`config.mk`:
```
export PLATFORM = sky130hd
export DESIGN_NAME = sdcb_core
export DESIGN_NICKNAME = d
export VERILOG_FILES = /design/src/hdl/sdcb_pkg.sv /design/src/hdl/sdcb_core.sv
export SDC_FILE = /design/constraint.sdc
export NUM_CORES = 1
export LEC_CHECK = 0
export BUFFER_PORTS_ARGS = -buffer_cell sky130_fd_sc_hd__buf_4
export CORE_ASPECT_RATIO = 1.25
export CORE_MARGIN = 2
export CORE_UTILIZATION = 30
export CTS_CLUSTER_DIAMETER = 30
export DETAILED_ROUTE_END_ITERATION = 10
export GPL_TIMING_DRIVEN = 0
export PLACE_DENSITY = 0.58
export SYNTH_ARGS = -nofsm -noshare
export SYNTH_HDL_FRONTEND = slang
export SYNTH_SLANG_ARGS = --single-unit
```
`constraint.sdc`:
```
create_clock -name clk -period 4.7 [get_ports clk]
set_input_delay 0.94 -clock clk [delete_from_list [all_inputs] [get_ports clk]]
set_output_delay 0.94 -clock clk [all_outputs]
set_load 0.02 [all_outputs]
```
`src/hdl/sdcb_pkg.sv`:
```
// Summary of operation
// all command, address and control inputs are taken on the rising clock edge only
// controller waits 200us after power-up, then precharges all banks first
// controller holds byte mask and clock enable high during the power-up pause
// after all banks precharge, controller issues mode register set
// controller issues eight auto refreshes before or after mode register set
// mode register set needs all banks precharged and clock enable high beforehand
// all four strobes low sets the mode register from the address inputs
// no command after mode register set until its cycle time has elapsed
// mode register set cycle time is 16 ns or 20 ns by grade
// controller activates a bank and waits row-to-column delay before access
// bank precharged before reactivation, activates spaced by row cycle time
// activates to different banks spaced by bank-to-bank delay
// controller precharges each bank before the maximum active time
// chip select and column strobe low, others high, decodes a burst read
// chip select, column strobe, write enable low, row strobe high decodes write
// new row in an open bank needs precharge then activate
// a read or write is accepted on every clock cycle
// mode register gives sequential or interleaved bursts of 1, 2, 4, 8 or page
// write data starts with the command and follows on each next edge
// data presented after a write burst has finished is ignored
// a new read drops the old burst and starts a full burst at the new column
// old read data keeps flowing until the new read's latency has passed
// controller masks bytes so reads never collide with interrupting writes
// bank select picks the bank for read, write and single-bank precharge
// burst stop only during a full-page burst
// clock enable low during a burst gives clock suspend, not power-down
// address bit 10 selects auto-precharge on access, all banks on precharge
// command codes for activate, precharge, refresh, no-op, stop, deselect, self refresh
// byte mask high disables write data and output drive for that cycle
package sdcb_pkg;
  localparam int unsigned SDCB_BANKS = 4;
  localparam int unsigned SDCB_COL_W = 9;
  localparam int unsigned SDCB_ROW_W = 12;
  localparam int unsigned SDCB_ADDR_W = 12;
  localparam int unsigned SDCB_DATA_W = 8;
  localparam int unsigned SDCB_AP_BIT = 10;
  // mode register field positions
  localparam int unsigned SDCB_MR_BL_LSB = 0;
  localparam int unsigned SDCB_MR_BT_BIT = 3;
  localparam int unsigned SDCB_MR_CL_LSB = 4;
  localparam logic [2:0] SDCB_BL_1 = 3'h0;
  localparam logic [2:0] SDCB_BL_2 = 3'h1;
  localparam logic [2:0] SDCB_BL_4 = 3'h2;
  localparam logic [2:0] SDCB_BL_8 = 3'h3;
  localparam logic [2:0] SDCB_BL_PAGE = 3'h7;
  localparam logic [11:0] SDCB_MR_RESET = 12'h020;
  localparam int unsigned SDCB_CL_MAX = 3;

  // {cs_n, ras_n, cas_n, we_n}
  localparam logic [3:0] SDCB_CMD_MRS = 4'h0;
  localparam logic [3:0] SDCB_CMD_REF = 4'h1;
  localparam logic [3:0] SDCB_CMD_PRE = 4'h2;
  localparam logic [3:0] SDCB_CMD_ACT = 4'h3;
  localparam logic [3:0] SDCB_CMD_WR = 4'h4;
  localparam logic [3:0] SDCB_CMD_RD = 4'h5;
  localparam logic [3:0] SDCB_CMD_BST = 4'h6;
  localparam logic [3:0] SDCB_CMD_NOP = 4'h7;

  typedef enum {SDCB_PWR_NORMAL, SDCB_PWR_SUSPEND, SDCB_PWR_DOWN, SDCB_PWR_SELF} sdcb_pwr_type;

  typedef struct packed {
    logic cs_n;
    logic ras_n;
    logic cas_n;
    logic we_n;
    logic cke;
    logic dqm;
    logic [1:0] bank_select;
    logic [SDCB_ADDR_W-1:0] addr;
    logic [SDCB_DATA_W-1:0] wdata;
  } sdcb_pins_type;

  typedef struct packed {
    logic wr_en;
    logic [1:0] bank;
    logic [SDCB_ROW_W-1:0] row;
    logic [SDCB_COL_W-1:0] col;
    logic [SDCB_DATA_W-1:0] data;
  } sdcb_wr_type;

  typedef struct packed {
    logic rd_req;
    logic [1:0] bank;
    logic [SDCB_ROW_W-1:0] row;
    logic [SDCB_COL_W-1:0] col;
  } sdcb_rd_type;
endpackage

```
`src/hdl/sdcb_core.sv`:
```
`timescale 1ns/100ps
module sdcb_core #(
  parameter int unsigned CL_MAX = sdcb_pkg::SDCB_CL_MAX
)(
  input wire logic clk,
  input wire logic srst,
  input wire logic clk_en,
  input wire sdcb_pkg::sdcb_pins_type pins,
  input wire logic [sdcb_pkg::SDCB_DATA_W-1:0] array_rdata,
  output sdcb_pkg::sdcb_wr_type array_wr,
  output sdcb_pkg::sdcb_rd_type array_rd,
  output logic [sdcb_pkg::SDCB_DATA_W-1:0] dq_o,
  output logic dq_oe,
  output logic [3:0] bank_open,
  output logic [11:0] mode_reg,
  output logic burst_busy,
  output logic [1:0] pwr_state
);
  localparam int unsigned PW = CL_MAX + 2;

  typedef struct packed {
    // read words travel beside their enable bit so data and drive stay aligned
    logic [PW-1:0][sdcb_pkg::SDCB_DATA_W-1:0] rd_data_pipe;
    logic cke_prev;
    logic [11:0] mode;
    logic [3:0] open;
    logic [3:0][sdcb_pkg::SDCB_ROW_W-1:0] row;
    logic active;
    logic is_write;
    logic auto_pre;
    logic [1:0] bank;
    logic [sdcb_pkg::SDCB_COL_W-1:0] start_col;
    logic [sdcb_pkg::SDCB_COL_W-1:0] beat;
    logic [PW-1:0] rd_pipe;
    logic [PW-1:0] mask_pipe;
    logic [1:0] pwr;
    sdcb_pkg::sdcb_wr_type wr;
    sdcb_pkg::sdcb_rd_type rd;
    logic [sdcb_pkg::SDCB_DATA_W-1:0] dq;
    logic dq_oe;
  } sdcb_state_type;

  sdcb_state_type s_q;
  sdcb_state_type s_d;

  logic [3:0] cmd;
  logic cke_now;
  logic [sdcb_pkg::SDCB_COL_W-1:0] blen;
  logic [sdcb_pkg::SDCB_COL_W-1:0] col_now;
  logic [1:0] cl;
  logic page_mode;

  // the latency pipe is sized for two or three cycles only
  if (CL_MAX < 2 || CL_MAX > 3)
  begin : g_cl_check
    $error("CL_MAX must be 2 or 3");
  end

  always_comb
  begin
    // edge-sampled inputs
    cmd = {pins.cs_n, pins.ras_n, pins.cas_n, pins.we_n};
    cke_now = pins.cke;
    cl = s_q.mode[sdcb_pkg::SDCB_MR_CL_LSB +: 2];
    // burst length decode
    page_mode = (s_q.mode[sdcb_pkg::SDCB_MR_BL_LSB +: 3] == sdcb_pkg::SDCB_BL_PAGE);
    case (s_q.mode[sdcb_pkg::SDCB_MR_BL_LSB +: 3])
      sdcb_pkg::SDCB_BL_1: blen = 9'h001;
      sdcb_pkg::SDCB_BL_2: blen = 9'h002;
      sdcb_pkg::SDCB_BL_4: blen = 9'h004;
      sdcb_pkg::SDCB_BL_8: blen = 9'h008;
      default: blen = 9'h000;
    endcase
    // sequential or interleaved order
    if (page_mode)
      col_now = s_q.start_col + s_q.beat;
    else if (s_q.mode[sdcb_pkg::SDCB_MR_BT_BIT])
      col_now = s_q.start_col ^ s_q.beat;
    else
      col_now = (s_q.start_col & ~(blen - 9'h001)) | ((s_q.start_col + s_q.beat) & (blen - 9'h001));
  end

  always_comb
  begin
    s_d = s_q;
    s_d.rd_data_pipe = {s_q.rd_data_pipe[PW-2:0], array_rdata};
    s_d.wr.wr_en = 1'b0;
    s_d.rd.rd_req = 1'b0;
    s_d.cke_prev = cke_now;
    s_d.rd_pipe = {s_q.rd_pipe[PW-2:0], 1'b0};
    // mask sampled with each cycle
    s_d.mask_pipe = {s_q.mask_pipe[PW-2:0], pins.dqm};
    // clock enable low: suspend during burst, self refresh with a refresh command, else power-down
    if (!cke_now && s_q.cke_prev)
    begin
      if (s_q.active)
        s_d.pwr = 2'(sdcb_pkg::SDCB_PWR_SUSPEND);
      // self refresh entry
      else if (cmd == sdcb_pkg::SDCB_CMD_REF)
        s_d.pwr = 2'(sdcb_pkg::SDCB_PWR_SELF);
      else
        s_d.pwr = 2'(sdcb_pkg::SDCB_PWR_DOWN);
    end
    else if (cke_now && !s_q.cke_prev)
      s_d.pwr = 2'(sdcb_pkg::SDCB_PWR_NORMAL);
    if (s_q.cke_prev && s_q.pwr == 2'(sdcb_pkg::SDCB_PWR_NORMAL))
    begin
      // burst advance
      if (s_q.active)
      begin
        if (s_q.is_write)
        begin
          s_d.wr.wr_en = !pins.dqm;
          s_d.wr.bank = s_q.bank;
          s_d.wr.row = s_q.row[s_q.bank];
          s_d.wr.col = col_now;
          s_d.wr.data = pins.wdata;
        end
        else
        begin
          s_d.rd.rd_req = 1'b1;
          s_d.rd.bank = s_q.bank;
          s_d.rd.row = s_q.row[s_q.bank];
          s_d.rd.col = col_now;
          s_d.rd_pipe[0] = 1'b1;
        end
        s_d.beat = s_q.beat + 9'h001;
        // burst ends, later data ignored
        if (!page_mode && s_q.beat + 9'h001 >= blen)
        begin
          s_d.active = 1'b0;
          // auto-precharge after burst
          if (s_q.auto_pre)
            s_d.open[s_q.bank] = 1'b0;
        end
      end
      case (cmd)
        // mode register load
        sdcb_pkg::SDCB_CMD_MRS: s_d.mode = pins.addr;
        sdcb_pkg::SDCB_CMD_ACT:
        begin
          s_d.open[pins.bank_select] = 1'b1;
          s_d.row[pins.bank_select] = pins.addr;
        end
        // bank or all-bank precharge
        sdcb_pkg::SDCB_CMD_PRE:
        begin
          if (pins.addr[sdcb_pkg::SDCB_AP_BIT])
            s_d.open = 4'h0;
          else
            s_d.open[pins.bank_select] = 1'b0;
        end
        // new access restarts burst each cycle
        sdcb_pkg::SDCB_CMD_RD, sdcb_pkg::SDCB_CMD_WR:
        begin
          s_d.is_write = !cmd[0];
          s_d.bank = pins.bank_select;
          s_d.auto_pre = pins.addr[sdcb_pkg::SDCB_AP_BIT];
          s_d.start_col = pins.addr[sdcb_pkg::SDCB_COL_W-1:0];
          s_d.beat = 9'h001;
          s_d.active = page_mode || blen > 9'h001;
          if (!cmd[0])
          begin
            // first write word with command
            s_d.wr.wr_en = !pins.dqm;
            s_d.wr.bank = pins.bank_select;
            s_d.wr.row = s_q.row[pins.bank_select];
            s_d.wr.col = pins.addr[sdcb_pkg::SDCB_COL_W-1:0];
            s_d.wr.data = pins.wdata;
          end
          else
          begin
            s_d.rd.rd_req = 1'b1;
            s_d.rd.bank = pins.bank_select;
            s_d.rd.row = s_q.row[pins.bank_select];
            s_d.rd.col = pins.addr[sdcb_pkg::SDCB_COL_W-1:0];
            s_d.rd_pipe[0] = 1'b1;
          end
          // a write takes the data bus, so pending read words are dropped
          if (!cmd[0])
            s_d.rd_pipe = '0;
          if (!s_d.active && s_d.auto_pre)
            s_d.open[pins.bank_select] = 1'b0;
        end
        // stop a full-page burst
        sdcb_pkg::SDCB_CMD_BST: s_d.active = 1'b0;
        default: ;
      endcase
    end
    else if (!s_q.cke_prev && s_q.pwr == 2'(sdcb_pkg::SDCB_PWR_SUSPEND))
    begin
      // suspend holds both output pipes, so a word the array returns in the first suspended cycle is lost
      s_d.rd_pipe = s_q.rd_pipe;
      s_d.rd_data_pipe = s_q.rd_data_pipe;
    end
    // old data drains through latency pipe; R29 mask gates drive
    s_d.dq = s_q.rd_data_pipe[cl - 2'h1];
    s_d.dq_oe = s_q.rd_pipe[cl] && !s_q.mask_pipe[cl - 2'h1] &&
      s_q.pwr != 2'(sdcb_pkg::SDCB_PWR_SELF);
  end

  always_ff @(posedge clk)
  begin
    if (srst)
    begin
      s_q <= '0;
      s_q.mode <= sdcb_pkg::SDCB_MR_RESET;
      s_q.cke_prev <= 1'b1;
    end
    else if (clk_en)
      s_q <= s_d;
  end

  assign array_wr = s_q.wr;
  assign array_rd = s_q.rd;
  assign dq_o = s_q.dq;
  assign dq_oe = s_q.dq_oe;
  assign bank_open = s_q.open;
  assign mode_reg = s_q.mode;
  assign burst_busy = s_q.active;
  assign pwr_state = s_q.pwr;
endmodule

```
==> impl_summary.md <==
Worst setup path
The category of the critical setup timing path is reg2reg. STA classifies the critical path startpoint as a register. Along the worst path, the maximum fanout reaches 9.

The startpoint identified for the worst register-to-register timing path is mode_reg[0]. For flop-to-flop paths, the worst setup slack is 1960 ps. The destination of the worst register-to-register timing path is bank_open[3]. The element type at the critical path end is a register. The critical path data required time is 5010 ps. The logic depth of the worst register-to-register path is 10. Data arrives at the worst endpoint at just over 3000 ps.

Outcome
The flow ran to the end, and the final reports show no timing, DRC or antenna violations.

Clocking
The number of H-tree levels is 4. The number of hold buffers added after CTS was 0. At the later pin of the worst-skew pair, clock insertion delay measures ~450 ps. CTS saw 195 sinks. The number of gates resized after CTS was 0. The number of buffers on the longest clock path is 2. The buffer cell driving the clock tree root is clkbuf_16. The clock-pin slew on the worst setup and hold paths is 80 ps. TritonCTS built the clock tree.

TritonCTS created 17 clock buffers. In this run the post-CTS setup repair buffer count came out at 0.

Route
The count of nets left with antenna violations after detail routing is 0. The detailed router's first-iteration violation count is about 640. The sum of routed wire length over all layers is 31700 um. The via total after detailed routing is a little under 9000.

In the routed design, unresolved DRC markers number 0. The via count normalized by instance count is 5.17. The first-pass iteration count of the detailed router is 7. Dividing the detail-routed wire length by the instance count gives between 15 and 20 um.

STA
The part of the cycle the worst path needs is 0.584. The worst path needs about 2700 ps of the cycle, external delays included. The maximum achievable frequency is roughly 0.36 GHz. Setup repair after global routing left no endpoint under its margin. Setup violations remaining at the end of the flow were counted as 0. The final hold violation count was 0. The worst path meets setup with 1960 ps of slack. In this run the tightest slew margin relative to its limit is 0.422.

The setup TNS is 0 ps. At the pin with the least slew margin, the transition time is around 860 ps. The final hold slack is ~460 ps. Clock skew on the completed layout was measured at ~16 ps.

The final number of max-transition violations is 0.

GRT
The initial antenna violation count is 2. After global routing the overflow that remains totals 0. The first-pass GRT wire length is between 40000 and 50000 um. The via count of the first global-routing pass is around 8200.

Entering global routing, the biggest net connects 21 pins. The global-route usage over all layers is 0.178.

Cells and area
In the final layout, the share of cells above drive strength 1 is 0.229. The antenna cell count is 0. From synthesis to final layout, the design area changed by 19.3%. The net total in the final layout is around 1400. Counting flops per register, the top entry is s_q. The register with the most flip-flops in the layout has ~110 of them.

Floorplan
The chip width is 168 um. The die covers around 35000 um^2. The core area is roughly 33000 um^2. The die is 209 um tall. The initial utilization of the core area, before any placement, comes to 0.306.

Row generation in the floorplan step produced 74 rows. 123 I/O pins were placed.

Synth
The post-synthesis instance total is approximately 1200. The commonest cells after synthesis are 195 x dfxtp_1, 156 x nand2_1, 147 x nor2_1. The count of state elements after synthesis is 195. Summing every instance area after synthesis gives 10100 um^2.

The share of async-settable or async-resettable flops after synthesis is 0. The synthesis warning total is 0. The share of the Yosys chip area taken by registers is 0.388. The post-synthesis average cell area is ~8.6 um^2. The synthesized design contains 0 enable-type register cells. Synthesis produced a netlist with a net count of approximately 1200.

By area the synthesized netlist is led by dfxtp_1 39%, mux4_2 7.2%, buf_4 6.4%, nand2_1 5.8%, nor2_1 5.5%. The largest total area in the synthesized netlist belongs to dfxtp_1. The most frequently used cell type in the post-synthesis netlist is dfxtp_1. The predominant post-synthesis flop cell is dfxtp_1. After synthesis, the netlist uses 75 different library cells. The portion of synthesized cell area occupied by the leading cell type is 0.388.

Job
The tool flagged a number of max-cap violations equal to 0.

Placement
Summed over all nets, the half-perimeter wirelength after detailed placement is about 24000 um. Routability-driven placement finished with a final weighted congestion of about 0.86. The quantity of I/O buffers inserted on ports is between 100 and 150. Timing analysis after detailed placement gives a worst setup slack of 1740 ps.

Power
Dividing total power by cell area gives a power density of between 200 and 300 nW/um^2. The worst vdd rail ir drop is between 0.2 and 0.25 mV. For this design the static power due to leakage is about 4.7 nW.

After layout, the design draws a total of ~0.0035 W.

Worst hold path
The min-delay analysis places its worst path in the category reg2reg. Counting instances, the worst hold path has a depth of 2. The worst hold path terminates at s_q[191]. The startpoint identified for the worst hold timing path is s_q[191].
[layer usage]
metal	track usage	part of all wire	up-vias
met2	0.296	0.47	329
met5	0	0.00076	-
met4	0.0516	0.019	4
met1	0.236	0.44	4261
li1	-	-	4286
met3	0.0320	0.064	41
[worst max path at each step]
| stage | from | endpoint | slack [ps] | depth (start not counted) |
|---|---|---|---|---|
| finish | mode_reg[0] | bank_open[3] | 1960 | 10 |
| CTS | mode_reg[0] | bank_open[3] | 2030 | 10 |
| global placement | pins[21] | array_rd[18] | 1730 | 6 |
| detailed placement | pins[21] | array_rd[18] | 1740 | 6 |
| global route | mode_reg[1] | bank_open[3] | 1780 | 10 |
| floorplan | pins[25] | array_wr[16] | 2300 | 7 |
[through the flow]
stage	utilization	instances	cell area, um^2
2_1_floorplan	-	1168	10100
6_report	0.365	1724	12000
4_1_cts	0.365	1724	12000
3_3_place_gp	0.346	1692	11400
3_5_place_dp	0.346	1692	11400
5_1_grt	0.365	1724	12000
[cell families after synthesis]
group | synth area share
muxes | 0.125
DFF | 0.388
and+or+nand+nor | 0.187
xor gates and xnor gates | 0.00510
buffers and inverters | 0.108
adders and majority gates | 0.0231
AOI/OAI and AO/OA | 0.164
[final cells by class]
class                      instances  area [um^2]
clock buffer                      18          439
timing repair buffer             106          796
sequential                       195         3900
tap                              418          523
inverter                          20         75.1
buffer                           174         1010
multi-input combinational        779         5070
fill                            3380        20900
clock inverter                    14          185
[report_power, final]
group	leakage (nW)	switching (W)	internal, W
clock	0.302	0.000755	0.000787
combinational	2.87	0.000196	0.000104
sequential	1.58	0.0000175	0.00167
total	4.75	0.000969	0.00257
[placed cells by master, fill, tap and decap left out, drive strengths merged, types with 4 or more instances in the layout]
cell type	instances
a2111oi	12
a211o	4
a211oi	19
a21o	6
a21oi	106
a22oi	9
a31oi	9
and3	6
buf	217
clkbuf	81
clkinv	5
dfxtp	195
ha	17
inv	27
mux2i	52
mux4	32
nand2	156
nand2b	7
nand3	34
nand3b	4
nor2	149
nor2b	5
nor3	27
nor3b	6
nor4	5
o21ai	25
o22ai	29
or3	4
or4	4
[critical path, stage by stage (launching register included)]
cell and delay (ps):
dfxtp_1 320, buf_6 130, or3_1 430, inv_1 100
ha_1 150, nor2_1 40, o221a_2 280, nor4_1 720
nand2_1 190, a21oi_1 190, nor3_1 60
Power figures use the tool's default switching activity.
